$ cat src/shared/disk_cmd_regs.svh
/*
 Holds the task-file register numbers, opcodes, status and error values and
 the track geometry used by the command logic.
 Assumes it is included by bare name by the command modules.
*/
`ifndef DISK_CMD_REGS_SVH
`define DISK_CMD_REGS_SVH

// =============================================================
// Task-file register numbers
`define TF_DATA 3'h0
`define TF_ERR 3'h1
`define TF_SCNT 3'h2
`define TF_LBAL 3'h3
`define TF_LBAM 3'h4
`define TF_LBAH 3'h5
`define TF_DEV 3'h6
`define TF_CMD 3'h7

// =============================================================
// Opcodes
`define OP_DIAG 8'h90
`define OP_FLUSH 8'hE7
`define OP_FLUSH_EXT 8'hEA
`define OP_FMT_TRACK 8'h50

// =============================================================
// Status and error values
`define ST_RESET 8'h50
`define ST_GOOD 8'h50
`define ST_ABORT 8'h51
`define ST_FMT_FAULT 8'h71
`define ST_DIAG 8'h00
`define ST_BSY_BIT 7
`define ERR_NONE 8'h00
`define ERR_ABT 8'h04
`define ERR_IDN 8'h10
`define BYTE_ZERO 8'h00

// =============================================================
// Device register fields and track geometry
`define DEV_RESET 8'hA0
`define DEV_LBA_BIT 6
`define SECT_PER_TRACK 28'd64
`define HEADS_PER_CYL 28'd16
`define SECT_LAST 6'h3F
`define SECT_FIRST 6'h00
`define LBA_ZERO 28'h0000000
`define LBA_STEP 28'h0000001

`endif

$ cat src/shared/disk_cmd_pkg.sv
/*
 Holds the state and job types shared by the command modules.
 Assumes nothing beyond a SystemVerilog compiler.
*/
`default_nettype none

package disk_cmd_pkg;
    typedef enum logic [1:0] {
        CMD_IDLE = 2'b00,
        CMD_DIAG = 2'b01,
        CMD_JOB = 2'b10,
        CMD_ABORT = 2'b11
    } cmd_state_type;

    typedef enum logic [1:0] {
        ENG_IDLE = 2'b00,
        ENG_FLUSH = 2'b01,
        ENG_SEEK = 2'b10,
        ENG_WRITE = 2'b11
    } eng_state_type;

    typedef enum logic {
        JOB_FLUSH = 1'b0,
        JOB_FORMAT = 1'b1
    } job_kind_type;

    typedef enum logic [1:0] {
        RES_OK = 2'b00,
        RES_CACHE_FAIL = 2'b01,
        RES_MEDIA_FAIL = 2'b10
    } job_result_type;
endpackage : disk_cmd_pkg

`default_nettype wire

$ cat src/shared/job_if.sv
/*
 Carries one media job from the command logic to the media engine.
 Assumes both ends run on the same clock.
*/
`timescale 1ns/1ns
`default_nettype none

interface job_if;
    import disk_cmd_pkg::*;
    logic start;
    job_kind_type kind;
    logic [27:0] base;
    logic done;
    job_result_type result;
    modport ctl (output start, output kind, output base, input done, input result);
    modport eng (input start, input kind, input base, output done, output result);
endinterface : job_if

`default_nettype wire

$ cat src/hw/disk_cmd_exec.sv
/*
 Task-file registers and command execution for diagnostic, cache flush,
 48-bit cache flush and single-track format.
 Assumes the host adapter strobes the task file on clk_sys, and that the
 diagnostic, cache and media helpers answer on clk_sys as well.
*/
// Overview of operation
// RULE_01: Opcode 90h runs built-in diagnostics and stores the outcome in the error register.
// RULE_02: After diagnostics the error register holds a result code, not error flags.
// RULE_03: Host reads that error value as a code, not as separate flags.
// RULE_04: Opcode E7h writes pending cache to media, then reports status 50h.
// RULE_05: Opcode EAh reports good status only after all cache is on media.
// RULE_06: Opcode 50h formats exactly one logical track, destroying its data.
// RULE_07: Formatting writes zeros to every good sector of that track.
// RULE_08: Formatting does no read-back check of the zeroed sectors.
// RULE_09: Without LBA mode, host puts cylinder number in high and mid registers.
// RULE_10: Without LBA mode, host puts head number in device head field.
// RULE_11: In LBA mode, host puts address bits 0-7 in low register.
// RULE_12: In LBA mode, bits 8-15 go to mid, bits 16-23 to high.
// RULE_13: In LBA mode, address bits 24-27 go in device head field.
// RULE_14: Busy stays set until final status and error values are in place.
`timescale 1ns/1ns
`default_nettype none
`include "disk_cmd_regs.svh"

module disk_cmd_exec (
    input wire logic clk_sys,
    input wire logic rst,
    input wire logic [2:0] tf_addr,
    input wire logic [7:0] tf_wdata,
    input wire logic tf_wr,
    input wire logic tf_rd,
    output logic [7:0] tf_rdata,
    output logic busy,
    output logic diag_start,
    input wire logic diag_done,
    input wire logic [7:0] diag_code,
    output logic flush_req,
    input wire logic flush_done,
    input wire logic flush_fail,
    output logic wr_req,
    output logic [27:0] wr_lba,
    output logic wr_zero,
    input wire logic wr_ack,
    input wire logic wr_fail,
    input wire logic sector_bad
);
    import disk_cmd_pkg::*;

    // =============================================================
    // Helpers

    // Opcodes this block executes; anything else is aborted
    function automatic logic is_known(input logic [7:0] op);
        is_known = (op == `OP_DIAG) || (op == `OP_FLUSH) ||
                   (op == `OP_FLUSH_EXT) || (op == `OP_FMT_TRACK);
    endfunction : is_known

    // First block of the track that the task file selects
    function automatic logic [27:0] track_start(input logic [7:0] dev,
        input logic [7:0] hi, input logic [7:0] mid, input logic [7:0] lo);
        logic [27:0] blk;
        logic [27:0] trk;
        blk = `LBA_ZERO;
        trk = `LBA_ZERO;
        if (dev[`DEV_LBA_BIT]) begin
            // RULE_11 low byte bits 0-7
            // RULE_12 mid and high bytes
            // RULE_13 head field bits 24-27
            blk = {dev[3:0], hi, mid, lo};
            trk = blk / `SECT_PER_TRACK;
        end else begin
            // RULE_09 cylinder in high and mid
            // RULE_10 head in device field
            trk = {12'h000, hi, mid} * `HEADS_PER_CYL + {24'h000000, dev[3:0]};
        end
        // RULE_06 whole track containing the block
        track_start = trk * `SECT_PER_TRACK;
    endfunction : track_start

    // =============================================================
    // State
    cmd_state_type state_q, state_d;
    logic busy_q, busy_d;
    logic [6:0] status_q, status_d; // Status without BSY, which busy_q supplies
    logic [7:0] err_q, err_d;
    logic [7:0] feat_q, feat_d, scnt_q, scnt_d, lbal_q, lbal_d;
    logic [7:0] lbam_q, lbam_d, lbah_q, lbah_d, dev_q, dev_d;
    logic [7:0] rdata_q, rdata_d;
    logic diag_q, diag_d, start_q, start_d;
    job_kind_type kind_q, kind_d;
    logic [27:0] base_q, base_d;
    logic cmd_take;

    job_if job_bus ();

    // Command accepted only while idle; the host must not write a busy device
    assign cmd_take = tf_wr && tf_addr == `TF_CMD && state_q == CMD_IDLE;

    // =============================================================
    // Next-state logic for task file and command sequencing
    always_comb begin
        state_d = state_q;
        busy_d = busy_q;
        status_d = status_q;
        err_d = err_q;
        feat_d = feat_q;
        scnt_d = scnt_q;
        lbal_d = lbal_q;
        lbam_d = lbam_q;
        lbah_d = lbah_q;
        dev_d = dev_q;
        rdata_d = rdata_q;
        diag_d = 1'b0;
        start_d = 1'b0;
        kind_d = kind_q;
        base_d = base_q;
        // Parameter writes are ignored during execution so inputs stay stable
        if (tf_wr && state_q == CMD_IDLE) begin
            unique case (tf_addr)
                `TF_ERR: feat_d = tf_wdata;
                `TF_SCNT: scnt_d = tf_wdata;
                `TF_LBAL: lbal_d = tf_wdata;
                `TF_LBAM: lbam_d = tf_wdata;
                `TF_LBAH: lbah_d = tf_wdata;
                `TF_DEV: dev_d = tf_wdata;
                `TF_DATA, `TF_CMD: begin
                end
            endcase
        end
        unique case (state_q)
            CMD_IDLE: begin
                if (cmd_take) begin
                    // RULE_14 busy from command write
                    busy_d = 1'b1;
                    if (tf_wdata == `OP_DIAG) begin
                        diag_d = 1'b1;
                        state_d = CMD_DIAG;
                    end else if (is_known(tf_wdata)) begin
                        start_d = 1'b1;
                        kind_d = (tf_wdata == `OP_FMT_TRACK) ? JOB_FORMAT : JOB_FLUSH;
                        base_d = track_start(dev_q, lbah_q, lbam_q, lbal_q);
                        state_d = CMD_JOB;
                    end else begin
                        state_d = CMD_ABORT;
                    end
                end
            end
            // RULE_01 run diagnostics, keep outcome
            // RULE_02 error register takes the code
            // RULE_03 code loaded whole, no flag mixing
            CMD_DIAG: begin
                if (diag_done) begin
                    err_d = diag_code;
                    status_d = 7'(`ST_DIAG);
                    busy_d = 1'b0;
                    state_d = CMD_IDLE;
                end
            end
            // RULE_04 status 50h after flush
            // RULE_05 good status only after commit
            CMD_JOB: begin
                if (job_bus.done) begin
                    unique case (job_bus.result)
                        RES_OK: begin
                            status_d = 7'(`ST_GOOD);
                            err_d = `ERR_NONE;
                        end
                        RES_CACHE_FAIL: begin
                            status_d = 7'(`ST_ABORT);
                            err_d = `ERR_ABT;
                        end
                        default: begin
                            status_d = 7'(`ST_FMT_FAULT);
                            err_d = `ERR_IDN;
                        end
                    endcase
                    // RULE_14 busy clears with final values
                    busy_d = 1'b0;
                    state_d = CMD_IDLE;
                end
            end
            CMD_ABORT: begin
                status_d = 7'(`ST_ABORT);
                err_d = `ERR_ABT;
                busy_d = 1'b0;
                state_d = CMD_IDLE;
            end
        endcase
        // Read data is registered, so it follows the read strobe by one cycle
        if (tf_rd) begin
            unique case (tf_addr)
                `TF_DATA: rdata_d = `BYTE_ZERO;
                `TF_ERR: rdata_d = err_q;
                `TF_SCNT: rdata_d = scnt_q;
                `TF_LBAL: rdata_d = lbal_q;
                `TF_LBAM: rdata_d = lbam_q;
                `TF_LBAH: rdata_d = lbah_q;
                `TF_DEV: rdata_d = dev_q;
                `TF_CMD: rdata_d = {busy_q, status_q};
            endcase
        end
    end

    // Registers
    always_ff @(posedge clk_sys or posedge rst) begin
        if (rst) begin
            state_q <= CMD_IDLE;
            busy_q <= 1'b0;
            status_q <= 7'(`ST_RESET);
            err_q <= `ERR_NONE;
            feat_q <= `BYTE_ZERO;
            scnt_q <= `BYTE_ZERO;
            lbal_q <= `BYTE_ZERO;
            lbam_q <= `BYTE_ZERO;
            lbah_q <= `BYTE_ZERO;
            dev_q <= `DEV_RESET;
            rdata_q <= `BYTE_ZERO;
            diag_q <= 1'b0;
            start_q <= 1'b0;
            kind_q <= JOB_FLUSH;
            base_q <= `LBA_ZERO;
        end else begin
            state_q <= state_d;
            busy_q <= busy_d;
            status_q <= status_d;
            err_q <= err_d;
            feat_q <= feat_d;
            scnt_q <= scnt_d;
            lbal_q <= lbal_d;
            lbam_q <= lbam_d;
            lbah_q <= lbah_d;
            dev_q <= dev_d;
            rdata_q <= rdata_d;
            diag_q <= diag_d;
            start_q <= start_d;
            kind_q <= kind_d;
            base_q <= base_d;
        end
    end

    assign job_bus.start = start_q;
    assign job_bus.kind = kind_q;
    assign job_bus.base = base_q;
    assign tf_rdata = rdata_q;
    assign busy = busy_q;
    assign diag_start = diag_q;

    // =============================================================
    // Media engine
    media_engine u_engine (
        .clk_sys(clk_sys),
        .rst(rst),
        .job(job_bus.eng),
        .flush_req(flush_req),
        .flush_done(flush_done),
        .flush_fail(flush_fail),
        .wr_req(wr_req),
        .wr_lba(wr_lba),
        .wr_zero(wr_zero),
        .wr_ack(wr_ack),
        .wr_fail(wr_fail),
        .sector_bad(sector_bad)
    );
endmodule : disk_cmd_exec

`default_nettype wire

$ cat src/hw/media_engine.sv
/*
 Runs a cache flush or the zeroing of one track on behalf of the command logic.
 Assumes the cache, defect map and sector writer answer on clk_sys.
*/
`timescale 1ns/1ns
`default_nettype none
`include "disk_cmd_regs.svh"

module media_engine (
    input wire logic clk_sys,
    input wire logic rst,
    job_if.eng job,
    output logic flush_req,
    input wire logic flush_done,
    input wire logic flush_fail,
    output logic wr_req,
    output logic [27:0] wr_lba,
    output logic wr_zero,
    input wire logic wr_ack,
    input wire logic wr_fail,
    input wire logic sector_bad
);
    import disk_cmd_pkg::*;

    eng_state_type state_q, state_d;
    logic [5:0] idx_q, idx_d;
    logic [27:0] lba_q, lba_d;
    logic fail_q, fail_d, done_q, done_d, flush_q, flush_d, wr_q, wr_d;
    job_result_type res_q, res_d;

    // =============================================================
    // Next-state logic; one sector at a time so the defect lookup stays simple
    always_comb begin
        logic step;
        step = 1'b0;
        state_d = state_q;
        idx_d = idx_q;
        lba_d = lba_q;
        fail_d = fail_q;
        done_d = 1'b0;
        flush_d = flush_q;
        wr_d = wr_q;
        res_d = res_q;
        unique case (state_q)
            ENG_IDLE: begin
                if (job.start && job.kind == JOB_FLUSH) begin
                    flush_d = 1'b1;
                    state_d = ENG_FLUSH;
                end else if (job.start) begin
                    idx_d = `SECT_FIRST;
                    lba_d = job.base;
                    fail_d = 1'b0;
                    state_d = ENG_SEEK;
                end
            end
            // RULE_04 cache written to media
            ENG_FLUSH: begin
                if (flush_done) begin
                    flush_d = 1'b0;
                    done_d = 1'b1;
                    res_d = flush_fail ? RES_CACHE_FAIL : RES_OK;
                    state_d = ENG_IDLE;
                end
            end
            // RULE_07 zero good sectors only
            ENG_SEEK: begin
                if (sector_bad) begin
                    step = 1'b1;
                end else begin
                    wr_d = 1'b1;
                    state_d = ENG_WRITE;
                end
            end
            // RULE_08 no read-back pass
            ENG_WRITE: begin
                if (wr_ack) begin
                    wr_d = 1'b0;
                    fail_d = fail_q | wr_fail;
                    step = 1'b1;
                    state_d = ENG_SEEK;
                end
            end
        endcase
        // RULE_06 exactly one track
        if (step && idx_q == `SECT_LAST) begin
            done_d = 1'b1;
            res_d = (fail_q | (wr_ack & wr_fail)) ? RES_MEDIA_FAIL : RES_OK;
            state_d = ENG_IDLE;
        end else if (step) begin
            idx_d = idx_q + 6'h01;
            lba_d = lba_q + `LBA_STEP;
        end
    end

    // Registers
    always_ff @(posedge clk_sys or posedge rst) begin
        if (rst) begin
            state_q <= ENG_IDLE;
            idx_q <= `SECT_FIRST;
            lba_q <= `LBA_ZERO;
            fail_q <= 1'b0;
            done_q <= 1'b0;
            flush_q <= 1'b0;
            wr_q <= 1'b0;
            res_q <= RES_OK;
        end else begin
            state_q <= state_d;
            idx_q <= idx_d;
            lba_q <= lba_d;
            fail_q <= fail_d;
            done_q <= done_d;
            flush_q <= flush_d;
            wr_q <= wr_d;
            res_q <= res_d;
        end
    end

    assign job.done = done_q;
    assign job.result = res_q;
    assign flush_req = flush_q;
    assign wr_req = wr_q;
    assign wr_lba = lba_q;
    assign wr_zero = wr_q; // Write data pattern is all zeros for every format write
endmodule : media_engine

`default_nettype wire

$ cat config.mk
export PLATFORM = sky130hd
export DESIGN_NAME = disk_cmd_exec
export DESIGN_NICKNAME = d
export VERILOG_FILES = /design/src/shared/disk_cmd_pkg.sv /design/src/shared/job_if.sv /design/src/hw/disk_cmd_exec.sv /design/src/hw/media_engine.sv
export VERILOG_INCLUDE_DIRS = /design/src /design/src/shared
export SDC_FILE = /design/constraint.sdc
export NUM_CORES = 1
export LEC_CHECK = 0
export BUFFER_PORTS_ARGS = -buffer_cell sky130_fd_sc_hd__buf_2
export CAP_MARGIN = 20
export CELL_PAD_IN_SITES_DETAIL_PLACEMENT = 0
export CELL_PAD_IN_SITES_GLOBAL_PLACEMENT = 1
export CORE_UTILIZATION = 30
export DETAILED_ROUTE_END_ITERATION = 10
export PLACE_DENSITY = 0.66
export SYNTH_ARGS = -nofsm -noshare
export SYNTH_HDL_FRONTEND = slang
export SYNTH_SLANG_ARGS = --single-unit
$ cat constraint.sdc
create_clock -name clk_sys -period 9.3 [get_ports clk_sys]
set_input_delay 1.395 -clock clk_sys [delete_from_list [all_inputs] [get_ports clk_sys]]
set_output_delay 1.395 -clock clk_sys [all_outputs]
set_load 0.005 [all_outputs]
==> run metrics, run 1 <==
status=completed; Post-Place Setup Slack=approximately 6 ns; post-synthesis instance total=~600; dominant synthesized flop cell=dfrtp_1; Mean Syn Cell Area=roughly 11 um^2; Final Total Pwr=between 1.5 and 2 mW; WS Path Type=input port to flop; area share of the leading cell type in the synthesized netlist=0.488; Yosys top cell by area=dfrtp_1; Max Freq=~0.33 GHz; slew margin rel.=0.279; largest net degree at the start of global routing=76; FP Rows=53; CTS tree=done; Final Hold Viols=0; Num CTS Buffers=17; vias in the first global route=a little over 5000; hold depth=1; register area=roughly 0.0032 mm^2; Seq/Total Area, Yosys=0.500; die height=149 um; clk buf depth=2; vias post-DR=around 5000; multi-input gate area in the final layout=between 0.002 and 0.003 mm^2; Via density=between 5 and 6; Reg clk slew, reported paths=0.05 ns; CP max FO=46; IO Count=70; gpl congestion=slightly above 0.8; Worst-Skew Late Latency=0.42 ns; worst clock skew=0.00983 ns; Final Max Tran Viols=0; fillers=2148; VDD IR-drop max=~0.00013 V; Total Neg Setup Slack=0 ns; CTS resizes=0; Leakage=~3.4 nW; CP required=around 9.5 ns; syn nets=around 640; hold_sp=lbal_q[4]; Final Instance Area=0.00757 mm^2; register bit count reported by yosys=about 130; ANT cells=0; Final WS setup=~6.2 ns; # clock sinks=about 130; Reg2Reg Setup Slack=approximately 6.8 ns; reg2reg path depth=5; crit path capture type=flop; Die W=between 100 and 150 um; Tot GR Track Use=0.161; H-tree levels=4; warnings from Yosys=0; Crit path arrival time=about 3.3 ns; setup violators final=0; Area growth syn-to-layout=17.1%; Final Critical Period=around 3.1 ns; number of flops mapped to enable cells by yosys=0; Post-synth ARST share=1.00; type of origin of the critical path=input port; DR pass1 iterations=5; first-pass GRT wire length=approximately 28 mm; period utilization=0.329; PD cells=around 230 mW/mm^2; Routed Antenna Nets=0; Hold Path Class=flop to flop; reg-to-reg startpoint=u_engine.state_q[0]; worst reg2reg endpoint=u_engine.wr_lba[12]; top cells by area, synth=dfrtp_1 49%, mux2_2 8.4%, mux2i_1 4.3%; Initial Util=0.307; placed cell areas=about 0.007 mm^2; Die Footprint=around 0.022 mm^2; first-iteration detailed-routing DRC count=~430; post-synthesis cell area=between 0.006 and 0.007 mm^2; post-synth cell types=just under 70; worst-margin pin slew=approximately 1.1 ns; fraction of layout cells with a size suffix above 1=0.251; clk root buf=clkbuf_16; DRC=0; postcts setup bufs=0; routed wire length=around 17 mm; max_cap viols=0; WL/cell=between 15 and 20 um; Placeable Area=approximately 0.021 mm^2; RSZ-0062 raised after global routing=false; initial antenna violation count=0; Hold Path End=lbal_q[4]; grt total ovfl=0; Nets=700; dpl hpwl=11.9 mm; CTS hold repair buffers=0; port buffer count=a little under 70
==> sequential cells by signal, summed over array words and instances (netlist names), 2 cells and up <==
name                 cells
u_engine.job.result      2
lbam_q                   8
u_engine.idx_q           6
lbah_q                   8
scnt_q                   8
state_q                  2
base_q                  22
status_q                 3
dev_q                    8
err_q                    8
u_engine.wr_lba         28
u_engine.state_q         2
lbal_q                   8
tf_rdata                 8
==> cells by family (layout without fill, tap and decap cells) <==
logic type | after synthesis | after routing | synth area share
adders and majority gates | 2 | 2 | 0.00387
DFF | 129 | 129 | 0.500
xor gates and xnor gates | 3 | 3 | 0.00406
and+or+nand+nor | 193 | 193 | 0.158
muxes | 82 | 82 | 0.147
AOI/OAI and AO/OA | 143 | 143 | 0.146
buffers and inverters | 58 | 130 | 0.0418
==> through the flow <==
step / utilization / hold WS, ns / cells
2_1_floorplan: - / 0.450 / 610
3_3_place_gp: 0.332 / 0.482 / 925
3_5_place_dp: 0.332 / 0.494 / 925
4_1_cts: 0.359 / 0.507 / 957
5_1_grt: 0.359 / 0.521 / 957
6_report: 0.359 / 0.503 / 957
==> critical path, stage by stage <==
cell	delay, ns
buf_2	0.37
and4bb_2	0.34
nand3_1	0.16
a21oi_4	0.82
a21oi_1	0.18
==> routing by layer <==
layer,vias up,track usage,routed length (um)
li1,2373,-,-
met1,2491,0.224,8160
met2,135,0.248,7650
met3,18,0.0394,794
met4,0,0.0485,224
met5,-,0,0
==> power breakdown <==
part | leakage (nW) | switching, mW | internal [mW]
clock | 0.272 | 0.238 | 0.407
sequential | 1.64 | 0.133 | 0.677
combinational | 1.48 | 0.143 | 0.177
total | 3.39 | 0.515 | 1.26
==> how the worst max path moves through the flow <==
stage | startpoint | depth (start not counted) | endpoint
after floorplan | rst | 1 | base_q[10]
after global placement | tf_addr[2] | 5 | job_bus.kind
after detailed placement | tf_addr[2] | 6 | base_q[26]
after CTS | tf_addr[2] | 6 | base_q[26]
after global routing | tf_addr[2] | 6 | base_q[12]
final | tf_addr[2] | 5 | base_q[12]
==> cell type report <==
class                   count  share of cell area
multi-input cells         423               0.392
repair buffers             72              0.0486
well taps                 275              0.0455
clock inverters             6              0.0109
flip-flops and latches    129               0.427
clock buffers              26              0.0633
inverters                  26              0.0132
==> cells in the mapped netlist (all sizes together), types with 2 or more instances <==
cell type,instances
o31ai,2
a211oi,3
a41oi,3
a311oi,3
a22o,7
dfstp,3
xor2,2
a221oi,3
mux4,5
nand2,45
a222oi,2
mux2,49
a31oi,5
dfrtp,126
o21ai,29
nor2b,8
a211o,3
nand4,13
nand2b,4
o41ai,2
a22oi,6
and4,4
ha,2
and3b,2
nand3,31
nor3,4
mux2i,28
and3,5
nor4,5
o22ai,8
buf,23
a21oi,46
a32oi,2
inv,26
o211ai,5
o311ai,5
nand4b,2
a221o,3
nor2,60
clkbuf,9
and2,4
==> cell usage in the layout (no fill, tap or decap), types with 3 or more instances in the layout <==
| master | n |
|---|---|
| nand3_1 | 30 |
| a22o_1 | 7 |
| a22oi_1 | 6 |
| buf_2 | 69 |
| mux4_2 | 5 |
| o311ai_0 | 5 |
| a41oi_1 | 3 |
| a21oi_1 | 45 |
| nand2b_1 | 4 |
| a221oi_1 | 3 |
| nor2b_1 | 8 |
| o22ai_1 | 8 |
| o21ai_0 | 29 |
| nand4_1 | 12 |
| dfstp_2 | 3 |
| dfrtp_1 | 126 |
| a311oi_1 | 3 |
| mux2_2 | 48 |
| clkinv_2 | 3 |
| a221o_1 | 3 |
| buf_4 | 3 |
| and4_1 | 4 |
| o211ai_1 | 4 |
| nand2_1 | 44 |
| a31oi_1 | 5 |
| and2_1 | 3 |
| inv_1 | 25 |
| clkbuf_1 | 7 |
| clkbuf_16 | 17 |
| nor2_1 | 58 |
| a211oi_1 | 3 |
| and3_1 | 5 |
| mux2i_1 | 28 |
| a211o_1 | 3 |
No activity file was read; power rests on OpenSTA's default activity.
==> run 2: changes to the inputs <==
PLACE_DENSITY = 0.68   (was 0.66)
clock period = 2.6 ns   (was 9.3 ns; I/O delays follow)
==> run metrics, run 2 (synthesis results as in run 1) <==
max_cap viols=0; Reg clk slew, reported paths=about 0.060 ns; Via density=between 5 and 6; Num CTS Buffers=17; Final Hold Viols=0; placed cell areas=0.00713 mm^2; crit path capture type=flop; Placeable Area=approximately 0.021 mm^2; VDD IR-drop max=around 0.00044 V; clk root buf=clkbuf_16; ANT cells=0; worst-margin pin slew=between 0.7 and 0.8 ns; H-tree levels=4; critical path's slowest cell=o211ai_2; Die W=149 um; most frequent cells in the layout=126 x dfrtp_1, 69 x buf_2, 58 x nor2_1; DRC=0; CTS resizes=0; first-iteration detailed-routing DRC count=311; type of origin of the critical path=flop; fraction of layout cells with a size suffix above 1=0.270; WS Path Type=flop to flop; Routed Antenna Nets=0; CP required=2.91 ns; commonest non-fill, non-tap cell in the layout=dfrtp_1; postcts setup bufs=0; Setup crit end=u_engine.wr_lba[27]; WL/cell=17.5 um; critical path's largest stage delay=between 0.6 and 0.7 ns; Total Neg Setup Slack=0 ns; Crit path arrival time=2.49 ns; Final Total Pwr=6.54 mW; initial antenna violation count=0; Initial Util=0.307; vias in the first global route=roughly 5000; CTS tree=done; reg2reg path depth=7; CP Cell Sequence=ha_1 -> nand3_1 -> o211ai_2 -> buf_4 -> a41o_1 -> a21oi_1 -> a311oi_1; crit path from=u_engine.idx_q[0]; grt total ovfl=0; first-pass GRT wire length=approximately 28 mm; Die Footprint=between 0.02 and 0.025 mm^2; RSZ-0062 raised after global routing=false; Reg2Reg Setup Slack=between 0.4 and 0.5 ns; Final Critical Period=between 2 and 2.5 ns; CP max FO=15; Worst-Skew Late Latency=0.42 ns; routed wire length=16.9 mm; largest net degree at the start of global routing=a little under 60; Max Freq=0.459 GHz; die height=149 um; worst reg2reg endpoint=u_engine.wr_lba[27]; reg-to-reg startpoint=u_engine.idx_q[0]; Tot GR Track Use=0.163; FP Rows=53; PD cells=approximately 840 mW/mm^2; fillers=2155; gpl congestion=approximately 0.84; DR pass1 iterations=4; Leakage=roughly 3.5 nW; period utilization=0.839; IO Count=70; Nets=around 710; worst clock skew=0.00766 ns; port buffer count=a little under 70; Area growth syn-to-layout=19.8%; slew margin rel.=0.468; Hold Path Class=input port to asynchronous set/reset pin; dpl hpwl=approximately 12 mm; Final Max Tran Viols=0; clk buf depth=2; setup violators final=0; vias post-DR=5016; CTS hold repair buffers=0; Final Instance Area=between 0.007 and 0.008 mm^2; max FFs per register=28; status=completed; # clock sinks=129
==> run 2: where the power goes <==
group	total (mW)	switching, mW	internal [mW]	leakage, nW
Combinational	1.22	0.574	0.647	1.54
Clock	2.48	0.875	1.61	0.299
Sequential	2.84	0.415	2.42	1.64
Total	6.54	1.86	4.68	3.48
==> run 2: cell type report <==
class,instances,area (um^2),share of cell area
clock buffer,23,488,0.0630
clock inverter,9,129,0.0166
inverter,26,101,0.0131
multi-input combinational,423,2960,0.383
sequential,129,3230,0.417
tap,275,344,0.0444
timing repair buffer,83,488,0.0630
==> run 2: metrics by stage <==
| step | setup slack, ns | hold WS, ns | util | std cells |
|---|---|---|---|---|
| floorplan | 0.617 | 0.450 | - | 610 |
| global placement | 0.497 | 0.472 | 0.338 | 936 |
| detailed placement | 0.423 | 0.475 | 0.338 | 936 |
| CTS | 0.403 | 0.0350 | 0.367 | 968 |
| global route | 0.185 | 0.0575 | 0.367 | 968 |
| finish | 0.419 | 0.0291 | 0.367 | 968 |
==> run 2: per-layer routing <==
metal | global-route usage | vias to the layer above | share of wire | routed length [um]
li1 | - | 2397 | - | -
met1 | 0.230 | 2480 | 0.49 | 8290
met2 | 0.245 | 120 | 0.45 | 7580
met3 | 0.0410 | 19 | 0.048 | 811
met4 | 0.0480 | 0 | 0.014 | 230
met5 | 0 | - | 0 | 0
==> run 2: worst min-delay path by stage <==
stage               start                  end  slack, ns
6_report              rst          tf_rdata[5]       0.03
5_1_grt               rst          tf_rdata[5]       0.06
2_1_floorplan  base_q[21]  u_engine.wr_lba[21]       0.45
3_5_place_dp   base_q[19]  u_engine.wr_lba[19]       0.48
4_1_cts               rst            scnt_q[5]       0.04
3_3_place_gp   base_q[19]  u_engine.wr_lba[19]       0.47
==> run 2: critical path: cells and delay by family (launching register included) <==
family | cells | cell delay, ns
AO/OA/AOI/OAI | 4 | 1.07
buffers and inverters | 1 | 0.27
flip-flops | 1 | 0.40
AND/OR/NAND/NOR | 1 | 0.12
adder cells (fa/ha/maj) | 1 | 0.21
